--- src/include/ttrc_defs.vh ---
// Purpose: constants for the trace trigger and record control block
// Assumes: one frame per target memory cycle, strobed by the pod
// Notes: a product term is a 15-bit care mask over a 15-bit value
`ifndef TTRC_DEFS_VH
`define TTRC_DEFS_VH
`define TTRC_FRAME_W 48
`define TTRC_NUM_EVT 8
`define TTRC_NUM_SBIT 6
`define TTRC_OPND_W 15
`define TTRC_TERM_W 30
`define TTRC_CHAIN_N 4
`define TTRC_DELAY_DFLT 32'h00008000
`define TTRC_LOOP_DFLT 16'h0000
`define TTRC_BRK_NONE 2'h0
`define TTRC_BRK_TRIG 2'h1
`define TTRC_BRK_DONE 2'h2
`define TTRC_BRK_STATE 2'h3
`define TTRC_REC_ALWAYS 2'h0
`define TTRC_REC_COND 2'h1
`define TTRC_REC_SOURCE 2'h2
`define TTRC_SB_LOOP 3
`define TTRC_SB_BREAK 2
`define TTRC_SB_CYCLE 5
`define TTRC_TS_WRAP 16'hFFFF
`endif

--- src/ttrc_trace_ctrl.v ---
// Purpose: trigger, stop delay, loop counter, break, record filter,
//          timestamp and cycle counter of the advanced trace board
// Assumes: pod strobes and data are asynchronous and are synchronised here;
//          configuration ports are static while emulation runs
// Notes: expressions are sums of product terms over the 15 operands
`timescale 1ns/100ps
`include "ttrc_defs.vh"

module ttrc_trace_ctrl (
  input wire i_sys_clk,
  input wire i_rst_n,
  input wire i_frame_strobe,
  input wire [47:0] i_frame_data,
  input wire i_frame_is_source,
  input wire i_half_cycle,
  input wire i_emu_start,
  input wire [383:0] i_evt_care,
  input wire [383:0] i_evt_value,
  input wire [5:0] i_sbit_setclr,
  input wire [179:0] i_sbit_term_a,
  input wire [179:0] i_sbit_term_b,
  input wire i_trig_on,
  input wire [1:0] i_trig_last_step,
  input wire [119:0] i_trig_terms,
  input wire [31:0] i_trig_delay,
  input wire [15:0] i_loop_count,
  input wire [1:0] i_break_mode,
  input wire [1:0] i_record_mode,
  input wire [59:0] i_record_terms,
  input wire [3:0] i_filter_delay,
  input wire [16:0] i_ts_prescale,
  input wire i_ts_overflow_on,
  output reg o_capturing_ff,
  output reg o_triggered_ff,
  output reg o_store_ff,
  output reg [63:0] o_store_frame_ff,
  output reg o_break_req_ff,
  output reg o_loop_done_ff,
  output reg [5:0] o_state_bits_ff,
  output reg [31:0] o_cycle_count_ff,
  output reg o_cycle_gate_pin_ff
);

  // one product term: care mask in upper half, wanted value in lower half
  function term_true;
    input [`TTRC_OPND_W-1:0] opnd;
    input [`TTRC_TERM_W-1:0] term;
    begin
      term_true = ((opnd ^ term[`TTRC_OPND_W-1:0]) &
        term[`TTRC_TERM_W-1:`TTRC_OPND_W]) == {`TTRC_OPND_W{1'b0}};
    end
  endfunction

  // pod side synchronisers; stage 1 feeds only stage 2
  reg [2:0] strb_sync_ff;
  reg [2:0] half_sync_ff;
  reg [48:0] data_s1_ff;
  reg [48:0] data_s2_ff;
  always @(posedge i_sys_clk or negedge i_rst_n) begin
    if (!i_rst_n) begin
      strb_sync_ff <= 3'h0;
      half_sync_ff <= 3'h0;
      data_s1_ff <= 49'h0;
      data_s2_ff <= 49'h0;
    end else begin
      strb_sync_ff <= {strb_sync_ff[1:0], i_frame_strobe};
      half_sync_ff <= {half_sync_ff[1:0], i_half_cycle};
      data_s1_ff <= {i_frame_is_source, i_frame_data};
      data_s2_ff <= data_s1_ff;
    end
  end
  wire frame_tick = strb_sync_ff[1] & ~strb_sync_ff[2];
  wire half_tick = half_sync_ff[1] & ~half_sync_ff[2];
  wire [47:0] frame = data_s2_ff[47:0];
  wire frame_src = data_s2_ff[48];

  wire [7:0] evt;
  genvar g;
  generate
    for (g = 0; g < `TTRC_NUM_EVT; g = g + 1) begin : g_evt
      assign evt[g] = ((frame ^ i_evt_value[g*48 +: 48]) &
        i_evt_care[g*48 +: 48]) == 48'h0;
    end
  endgenerate

  wire [14:0] opnd = {o_loop_done_ff, o_state_bits_ff, evt};

  wire [5:0] nxt_sbits;
  generate
    for (g = 0; g < `TTRC_NUM_SBIT; g = g + 1) begin : g_sbit
      wire ta = term_true(opnd, i_sbit_term_a[g*30 +: 30]);
      wire tb = term_true(opnd, i_sbit_term_b[g*30 +: 30]);
      assign nxt_sbits[g] = i_sbit_setclr[g] ?
        (ta | (o_state_bits_ff[g] & ~tb)) : (ta | tb);
    end
  endgenerate

  // chain step terms, unused steps beyond last are ignored
  reg [1:0] chain_step_ff;
  wire step_true = term_true(opnd, i_trig_terms[chain_step_ff*30 +: 30]);
  wire trig_now = i_trig_on & o_capturing_ff & ~o_triggered_ff &
    step_true & (chain_step_ff == i_trig_last_step);

  wire rec_expr = term_true(opnd, i_record_terms[29:0]) |
    term_true(opnd, i_record_terms[59:30]);

  reg rec_expr_d_ff;
  reg [3:0] filt_cnt_ff;
  reg [31:0] delay_cnt_ff;
  reg [15:0] loop_cnt_ff;
  reg [15:0] presc_ff;
  reg presc_phase_ff;
  reg [15:0] ts_ff;
  reg ovf_pend_ff;

  // first tail frame is taken at once; the counter holds the rest
  wire rec_tail = (rec_expr_d_ff & (i_filter_delay != 4'h0)) |
    (filt_cnt_ff != 4'h0);

  reg rec_ok;
  always @* begin
    case (i_record_mode)
      `TTRC_REC_ALWAYS: rec_ok = 1'b1;
      `TTRC_REC_COND: rec_ok = rec_expr | rec_tail;
      `TTRC_REC_SOURCE: rec_ok = frame_src;
      default: rec_ok = 1'b1;
    endcase
  end

  // even divide: N half cycles equals N/2 full cycles
  wire [15:0] presc_top = i_ts_prescale[16:1] - 16'h0001;
  wire no_presc = (i_ts_prescale[16:1] == 16'h0000);
  wire ts_adv = half_tick &
    (no_presc | (presc_phase_ff & (presc_ff == presc_top)));
  // wrap marks a pending forced frame
  wire ts_wrap = ts_adv & (ts_ff == `TTRC_TS_WRAP);
  wire force_ovf = i_ts_overflow_on & (ovf_pend_ff | ts_wrap) & ~rec_ok;
  wire stop_now = o_triggered_ff & (delay_cnt_ff <= 32'h00000001);

  // timestamp runs free of emulation start
  always @(posedge i_sys_clk or negedge i_rst_n) begin
    if (!i_rst_n) begin
      presc_ff <= 16'h0000;
      presc_phase_ff <= 1'b0;
      ts_ff <= 16'h0000;
    end else if (half_tick) begin
      presc_phase_ff <= ~presc_phase_ff | no_presc;
      if (!no_presc && presc_phase_ff)
        presc_ff <= (presc_ff == presc_top) ? 16'h0000 : presc_ff + 16'h0001;
      if (ts_adv)
        ts_ff <= ts_ff + 16'h0001;
    end
  end

  always @(posedge i_sys_clk or negedge i_rst_n) begin
    if (!i_rst_n) begin
      o_capturing_ff <= 1'b0;
      o_triggered_ff <= 1'b0;
      o_store_ff <= 1'b0;
      o_store_frame_ff <= 64'h0;
      o_break_req_ff <= 1'b0;
      o_loop_done_ff <= 1'b1;
      o_state_bits_ff <= 6'h00;
      o_cycle_count_ff <= 32'h00000000;
      o_cycle_gate_pin_ff <= 1'b0;
      chain_step_ff <= 2'h0;
      rec_expr_d_ff <= 1'b0;
      filt_cnt_ff <= 4'h0;
      delay_cnt_ff <= `TTRC_DELAY_DFLT;
      loop_cnt_ff <= `TTRC_LOOP_DFLT;
      ovf_pend_ff <= 1'b0;
    end else if (i_emu_start) begin
      o_capturing_ff <= 1'b1;
      o_triggered_ff <= 1'b0;
      o_store_ff <= 1'b0;
      o_break_req_ff <= 1'b0;
      chain_step_ff <= 2'h0;
      filt_cnt_ff <= 4'h0;
      rec_expr_d_ff <= 1'b0;
      ovf_pend_ff <= 1'b0;
      o_state_bits_ff <= 6'h00;
      o_cycle_gate_pin_ff <= 1'b0;
      o_cycle_count_ff <= 32'h00000000;
      delay_cnt_ff <= i_trig_delay;
      loop_cnt_ff <= i_loop_count;
      o_loop_done_ff <= (i_loop_count == 16'h0000);
    end else begin
      o_store_ff <= 1'b0;
      o_break_req_ff <= 1'b0;
      // set wins: a wrap in the clearing cycle stays pending
      if (ts_wrap)
        ovf_pend_ff <= 1'b1;
      else if (frame_tick && o_capturing_ff)
        ovf_pend_ff <= 1'b0;
      if (frame_tick && o_capturing_ff) begin
        o_state_bits_ff <= nxt_sbits;
        o_cycle_gate_pin_ff <= nxt_sbits[`TTRC_SB_CYCLE];
        if (o_state_bits_ff[`TTRC_SB_CYCLE])
          o_cycle_count_ff <= o_cycle_count_ff + 32'h00000001;
        if (nxt_sbits[`TTRC_SB_LOOP] && !o_state_bits_ff[`TTRC_SB_LOOP] &&
            loop_cnt_ff != 16'h0000) begin
          loop_cnt_ff <= loop_cnt_ff - 16'h0001;
          o_loop_done_ff <= (loop_cnt_ff == 16'h0001);
        end
        // advance to the next step on a later frame
        if (i_trig_on && !o_triggered_ff && step_true &&
            chain_step_ff != i_trig_last_step)
          chain_step_ff <= chain_step_ff + 2'h1;
        rec_expr_d_ff <= rec_expr;
        if (rec_expr)
          filt_cnt_ff <= 4'h0;
        else if (rec_expr_d_ff)
          filt_cnt_ff <= (i_filter_delay == 4'h0) ? 4'h0 :
            i_filter_delay - 4'h1;
        else if (filt_cnt_ff != 4'h0)
          filt_cnt_ff <= filt_cnt_ff - 4'h1;
        if (rec_ok || force_ovf) begin
          o_store_ff <= 1'b1;
          o_store_frame_ff <= {ts_ff, frame};
        end
        if (trig_now) begin
          o_triggered_ff <= 1'b1;
          if (i_break_mode == `TTRC_BRK_TRIG)
            o_break_req_ff <= 1'b1;
        end
        if (o_triggered_ff) begin
          delay_cnt_ff <= delay_cnt_ff - 32'h00000001;
          if (stop_now) begin
            o_capturing_ff <= 1'b0;
            if (i_break_mode == `TTRC_BRK_DONE)
              o_break_req_ff <= 1'b1;
          end
        end
        if (i_break_mode == `TTRC_BRK_STATE &&
            nxt_sbits[`TTRC_SB_BREAK] && !o_state_bits_ff[`TTRC_SB_BREAK])
          o_break_req_ff <= 1'b1;
      end
    end
  end

endmodule // ttrc_trace_ctrl

--- config.mk ---
export PLATFORM = sky130hd
export DESIGN_NAME = ttrc_trace_ctrl
export DESIGN_NICKNAME = d
export VERILOG_FILES = /design/src/ttrc_trace_ctrl.v
export VERILOG_INCLUDE_DIRS = /design/src /design/src/include
export SDC_FILE = /design/constraint.sdc
export NUM_CORES = 1
export LEC_CHECK = 0
export BUFFER_PORTS_ARGS = -buffer_cell sky130_fd_sc_hd__buf_4
export CAP_MARGIN = 20
export CORE_AREA = 2 2 602 604
export DETAILED_ROUTE_END_ITERATION = 7
export DIE_AREA = 0 0 604 606
export PLACE_DENSITY = 0.3
export RECOVER_POWER = 25
export SLEW_MARGIN = 40
export SYNTH_ARGS = -nofsm -noshare
export SYNTH_HDL_FRONTEND = slang
export SYNTH_SLANG_ARGS = --single-unit
--- constraint.sdc ---
create_clock -name i_sys_clk -period 3.3 [get_ports i_sys_clk]
set_input_delay 0.33 -clock i_sys_clk [delete_from_list [all_inputs] [get_ports i_sys_clk]]
set_output_delay 0.33 -clock i_sys_clk [all_outputs]
set_load 0.05 [all_outputs]
==> results.ini, run 1 <==
[synthesis]
synth_top_area_cell = dfrtp_1
synth_top_area_share_pct = 33.34
syn_area_mm2 = 0.02237
ys_seq_elements = 300
synth_area_leaders = dfrtp_1, xor2_1, a22oi_1
yosysUniqueCellTypes = 78
syn_inst = 2286
synth-seq-area-share_pct = 33.58
synth_nets = 3744
ys.flop_type = dfrtp_1
syn_avg_cell_area_um2 = 9.784
synth_warnings = 0
ys_async_sr_fraction_pct = 100.0
synth_edf_count = 0

[sta]
hold_viol = 0
slew_headroom_pct = -38.12
fin_crit_ns = 4.638
final.period_utilization_pct = 140.6
drv_slew = 16
rsz0062_at_grt = yes
layout_setup_ws_ns = -1.338
setup_viol = 97
holdWs_ns = 0.1072
clock.fmax_mhz = 215.6
worst_pin_slew_ns = 2.072
fin_skew_ns = 0.07418
tns_ns = -92.59

[worst_setup_path]
cp_data_arrival_time_ns = 5.24
critPathRequiredTime_ns = 3.90
rrSetupSlack_ns = -1.34
timing.rr.start = data_s2_ff[8]$_DFF_PN0_
critPathLaunchType = flip-flop
crit_fanout = 5
r2r_end = loop_cnt_ff[1]$_DFFE_PN0P_
path_class = reg -> reg
cp-end-kind = flip-flop
r2r_cells = 17

[drt]
drt-total-wl_mm = 328.8
wl_per_cell_um = 35.49
vias_per_cell = 3.117
drt_iter0_drc = 2098
drtPass1Iterations = 6
vias = 28880
drtAntennaViolNets = 0
drc = 0

[min_path]
holdPathStages = 5
hold_start = i_sbit_term_b[137]
hold_class = in -> reg
min_to = o_state_bits_ff[4]$_DFFE_PN0P_

[power]
peakVddDrop_v = 0.0004350
switching_share_pct = 38.51
switching_power_mw = 6.711
p_total_mw = 17.43
cellPowerDensity_mw_per_mm2 = 356.8
clockPowerShare_pct = 37.0
p_seq_share_pct = 25.5
p_comb_share_pct = 37.5
p_leak_nw = 21.61
power.internal_mw = 10.72

[run_status]
status = complete, but fails checks
violations = capacitance limit, slew limit, setup timing

[global_route]
antenna_found_initial = 168
overflow = 0
grt_use_total_pct = 17.20
grt_pass1_wl_mm = 392.0
grt_pass1_vias = 29540
grt_max_degree = 85

[place]
placed_cells = 8933
gp_congestion = 0.9178
place_hpwl_mm = 293.3
portBuffers = 1551
placed_area_mm2 = 0.04358
place_ws_ns = -2.415

[clock_network]
clkLatencyLatePin_ns = 0.76
cts_root_buffer = clkbuf_16
cts_tree = done
clockBufferDepth = 3
path_clk_slew_ns = 0.07
ctsHtreeMaxLevel = 2
cts_sinks = 300
cts_made_buffers = 52

[die]
die_h_um = 606
dieArea_mm2 = 0.3660
die_w_um = 604
num_rows = 221
start_util_pct = 6.208
fp.coreArea_mm2 = 0.3603
io_pins = 1553

[job]
cap_viol_max_count = 1

[cells_and_area]
multi_input_area_mm2 = 0.01505
syn_to_final_growth_pct = 118.4
fin_util_pct = 13.55
fillers = 41240
drive_gt1_share_pct = 53.73
layout.cells.non_filler = 9266
nNetsFinal = 5847
final_cell_area_mm2 = 0.04884
seq_area_mm2 = 0.007567

## Yosys cell counts (7+ instances only)
master / n
a21o_1: 7
a21oi_1: 39
a222oi_1: 19
a22oi_1: 250
a31oi_1: 16
and3_1: 20
buf_1: 12
buf_2: 11
buf_4: 49
clkbuf_1: 38
dfrtp_1: 298
ha_1: 13
inv_1: 41
mux2_2: 17
mux2_4: 49
mux2i_1: 14
mux4_2: 18
nand2_1: 124
nand2b_1: 16
nand3_1: 63
nand3b_1: 14
nand4_1: 85
nor2_1: 113
nor3_1: 33
nor4_1: 25
o21ai_0: 58
o311ai_0: 10
or3_1: 19
xnor2_1: 167
xor2_1: 540
## flip-flops by register name (all words and copies together), names as in the netlist, 2 cells and up
signal            flops
data_s2_ff           49
loop_cnt_ff          16
o_cycle_count_ff     32
presc_ff             16
ts_ff                16
o_store_frame_ff     64
delay_cnt_ff         32
half_sync_ff          3
o_state_bits_ff       6
data_s1_ff           49
strb_sync_ff          3
filt_cnt_ff           4
chain_step_ff         2
## power groups by stage
stage,sequential (mW),clock (mW),combinational [mW]
2_1_floorplan,5.05,0,1.47
3_3_place_gp,4.54,0,6.26
3_5_place_dp,4.52,0,6.24
4_1_cts,4.46,6.90,6.61
5_1_grt,4.49,6.95,6.90
6_report,4.44,6.45,6.53
## critical path: stages, from the launching register on
cell and delay, ns:
dfrtp_4 0.58, buf_12 0.20, buf_4 0.17, xor2_1 0.16, a22oi_1 0.17, nand4_1 0.38, nor4_4 0.28, buf_6 0.19
nand2_4 0.07, buf_8 0.15, xnor2_1 0.13, a22oi_2 0.34, nand4_1 0.48, buf_6 0.32, buf_6 0.13, a21o_4 0.23
or3_1 0.37, o311ai_2 0.08
## layout make-up
type                    instances  area share (%)
clock buffers                  65           2.928
inverters                      41          0.3151
multi-input cells            1828           30.81
flip-flops and latches        300           15.49
diodes                         39          0.1998
repair buffers               2166           36.98
well taps                    4794           12.28
clock inverters                33          0.9889
## metal layers
layer / vias up / share of wire, % / global-route usage [%]
met5: - / 0.20 / 0
met4: 104 / 2.5 / 3.394
met3: 400 / 7.7 / 5.067
met2: 1369 / 48 / 29.15
met1: 14500 / 42 / 21.48
li1: 12510 / - / -
## cells by family (layout without fill, tap and decap cells)
family	Yosys count	after routing	share of synthesized area, %
adders and majority gates	13	13	0.7272
muxes	98	98	6.584
other	0	39	0
and+or+nand+nor	547	547	12.54
xor gates and xnor gates	707	707	27.69
DFF	300	300	33.58
AOI/OAI and AO/OA	463	463	14.95
buffers and inverters	158	2305	3.938
## worst max path at each step
stage / start / to / slack (ns)
floorplan: data_s2_ff[8]$_DFF_PN0_ / loop_cnt_ff[13]$_DFFE_PN0P_ / 0.06
global placement: data_s2_ff[12]$_DFF_PN0_ / loop_cnt_ff[12]$_DFFE_PN0P_ / -3.52
detailed placement: data_s2_ff[8]$_DFF_PN0_ / loop_cnt_ff[12]$_DFFE_PN0P_ / -2.41
CTS: data_s2_ff[21]$_DFF_PN0_ / loop_cnt_ff[1]$_DFFE_PN0P_ / -1.38
global route: data_s2_ff[29]$_DFF_PN0_ / loop_cnt_ff[1]$_DFFE_PN0P_ / -1.36
finish: data_s2_ff[8]$_DFF_PN0_ / loop_cnt_ff[1]$_DFFE_PN0P_ / -1.34
## cells in the final DEF, fill, tap and decap left out, types with 27 or more instances in the layout
cell,n
dfrtp_2,31
inv_1,41
nand4_1,85
dlygate4sd3_1,124
mux2_4,60
clkbuf_4,38
xor2_1,523
nand2_1,114
xnor2_1,150
nand3_1,60
a21oi_1,32
buf_6,44
clkbuf_16,52
a22oi_1,223
dfrtp_1,262
a22oi_2,27
nor2_1,107
o21ai_0,52
buf_12,91
nor3_1,29
buf_4,1836
diode_2,39
## timing repair
action                     4_1_cts  5_1_grt
hold buffers                   124        0
setup endpoints to repair       97       97
cloned                           6        0
hold endpoints to repair       267        0
gates resized for setup        196       94
pin swaps                       67       58
buffers inserted                43       37
No activity file was read; power rests on OpenSTA's default activity.
==> inputs of run 2 (changes only) <==
--- a/config.mk
+++ b/config.mk
@@ -13,6 +13,7 @@
 export DIE_AREA = 0 0 604 606
 export PLACE_DENSITY = 0.3
 export RECOVER_POWER = 25
+export SKIP_CTS_REPAIR_TIMING = 1
 export SLEW_MARGIN = 40
 export SYNTH_ARGS = -nofsm -noshare
 export SYNTH_HDL_FRONTEND = slang
==> run 2 against run 1 <==
The run still ends with capacitance limit, slew limit, setup timing left. Maximum frequency decreased by 2.3%. Clock-buffer cell count unchanged. First-iteration DRC count increased by 1.9%. Combinational power decreased by 0.9%. Sequential power about the same. Flip-flop and latch count unchanged. Clock power about the same. Via count decreased by 0.48%. Cell count decreased by 0.31%.
==> results.ini, run 2 (synthesized netlist as in run 1, its figures left out) <==
[global_route]
grt_pass1_wl_mm = 386.4
grt_pass1_vias = 28640
grt_use_total_pct = 16.99
overflow = 0
grt_max_degree = 85
antenna_found_initial = 167

[drt]
drt_iter0_drc = 2138
drtPass1Iterations = 7
vias_per_cell = 3.112
drt-total-wl_mm = 328.5
vias = 28740
wl_per_cell_um = 35.56
drc = 0
drtAntennaViolNets = 0

[clock_network]
clockBufferDepth = 3
path_clk_slew_ns = 0.07
clkLatencyLatePin_ns = 0.75
cts_sinks = 300
cts_root_buffer = clkbuf_16
cts_tree = done
ctsHtreeMaxLevel = 2
cts_made_buffers = 52

[power]
cellPowerDensity_mw_per_mm2 = 359.1
peakVddDrop_v = 0.0004317
p_leak_nw = 21.43
p_total_mw = 17.37

[worst_setup_path]
critPathRequiredTime_ns = 3.85
critPathBufInv = 7
critPathLaunchType = flip-flop
crit_fanout = 5
cp_top_family = buffers and inverters
cp-end-kind = flip-flop
cp_common_cell = buf_6
cp_cell_sequence = buf_6 -> xor2_1 -> a22oi_2 -> nand4_1 -> buf_12 -> nor4_4 -> buf_4 -> nand2_4 -> buf_12 -> buf_8 -> mux2i_4 -> a2111oi_4 -> nand4_1 -> buf_6 -> buf_6 -> a21o_4 -> o41ai_4 -> a31oi_1
crit_path_max_incr_delay_ns = 0.51
critPathSlowestCell = nand4_1
path_class = reg -> reg
cp_data_arrival_time_ns = 5.30

[cells_and_area]
final_common_cell = buf_4
syn_to_final_growth_pct = 116.2
largest_reg_flops = 64
final_cell_mix = buf_4, xor2_1, dfrtp_1
reg_top3 = o_store_frame_ff x64, data_s1_ff x49, data_s2_ff x49
drive_gt1_share_pct = 53.53
regMostFlops = o_store_frame_ff
nNetsFinal = 5821
fillers = 41300

[sta]
clock.fmax_mhz = 210.7
slew_headroom_pct = -43.82
drv_slew = 15
fin_crit_ns = 4.747
setup_viol = 97
layout_setup_ws_ns = -1.447
fin_skew_ns = 0.07328
final.period_utilization_pct = 143.8
hold_viol = 0
worst_pin_slew_ns = 2.157
rsz0062_at_grt = yes

[die]
dieArea_mm2 = 0.3660
die_w_um = 604
start_util_pct = 6.208
fp.coreArea_mm2 = 0.3603
io_pins = 1553
die_h_um = 606
num_rows = 221

[run_status]
status = complete, but fails checks
violations = capacitance limit, slew limit, setup timing

[job]
cap_viol_max_count = 1

[place]
place_ws_ns = -2.415
portBuffers = 1551
place_hpwl_mm = 293.3
gp_congestion = 0.9178

[min_path]
hold_class = in -> reg

[run 2: changes by cell type in the layout (fill, tap and decap cells not counted), moves of 7 or more]
cell / change
buf_16: -7
buf_6: -17
dlygate4sd3_1: -17
mux2_2: +7
mux2_4: -7
[run 2: path summary, 6_finish.rpt]
| path | from | to | slack (ns) | cells past startpoint |
|---|---|---|---|---|
| setup / recovery | data_s2_ff[8]$_DFF_PN0_ | loop_cnt_ff[6]$_DFFE_PN0P_ | -1.45 | 18 |
| hold / removal | i_sbit_term_a[20] | o_state_bits_ff[0]$_DFFE_PN0P_ | 0.04 | 4 |
| setup reg to reg | data_s2_ff[8]$_DFF_PN0_ | loop_cnt_ff[6]$_DFFE_PN0P_ | -1.45 | 18 |
| hold reg to reg | data_s1_ff[19]$_DFF_PN0_ | data_s2_ff[19]$_DFF_PN0_ | 0.34 | 0 |
| max in group asynchronous | i_rst_n | delay_cnt_ff[8]$_DFFE_PN0P_ | 0.14 | 4 |
| min in group asynchronous | i_rst_n | o_store_frame_ff[8]$_DFFE_PN0P_ | 0.84 | 2 |
[run 2: report_power, final]
| group | internal [mW] | total (mW) | switching (mW) |
|---|---|---|---|
| registers | 4.05 | 4.45 | 0.397 |
| logic | 2.89 | 6.47 | 3.58 |
| clock network | 3.74 | 6.45 | 2.71 |
[run 2: layer usage]
layer | track usage, % | vias to the layer above | wire (um) | part of all wire [%]
met5 | 0 | - | 632 | 0.19
met3 | 5.347 | 381 | 25130 | 7.7
met4 | 3.069 | 100 | 7734 | 2.4
met2 | 28.95 | 1337 | 156900 | 48
met1 | 20.99 | 14480 | 138000 | 42
li1 | - | 12450 | - | -
[run 2: area by class of cell]
class	instances	area [um2]	share of cell area, %
Tap cell	4794	5998	12.40
Inverter	41	153.9	0.3183
Timing Repair Buffer	2140	17780	36.77
Sequential cell	300	7565	15.64
Multi-Input combinational cell	1828	14860	30.72
Clock buffer	65	1430	2.958
Antenna cell	36	90.09	0.1863
Clock inverter	33	483.0	0.9988
[run 2: through the flow]
stage	cells	hold slack [ns]	area, um2	TNS, ns	utilization (%)
after global placement	8930	0.3340	43480	-255.87	12.07
after detailed placement	8933	0.2515	43580	-160.55	12.09
after CTS	9031	-0.5988	45490	-162.76	12.63
after floorplan	2286	0.03441	22370	0	-
after global routing	9220	0.001970	48310	-143.14	13.41
final	9237	0.04002	48360	-104.67	13.42
[run 2: tightest hold or removal path, delay by kind of cell]
kind / cells / cell delay (ns)
simple gates: 2 / 0.21
buf+inv: 1 / 0.08
compound gates: 1 / 0.07
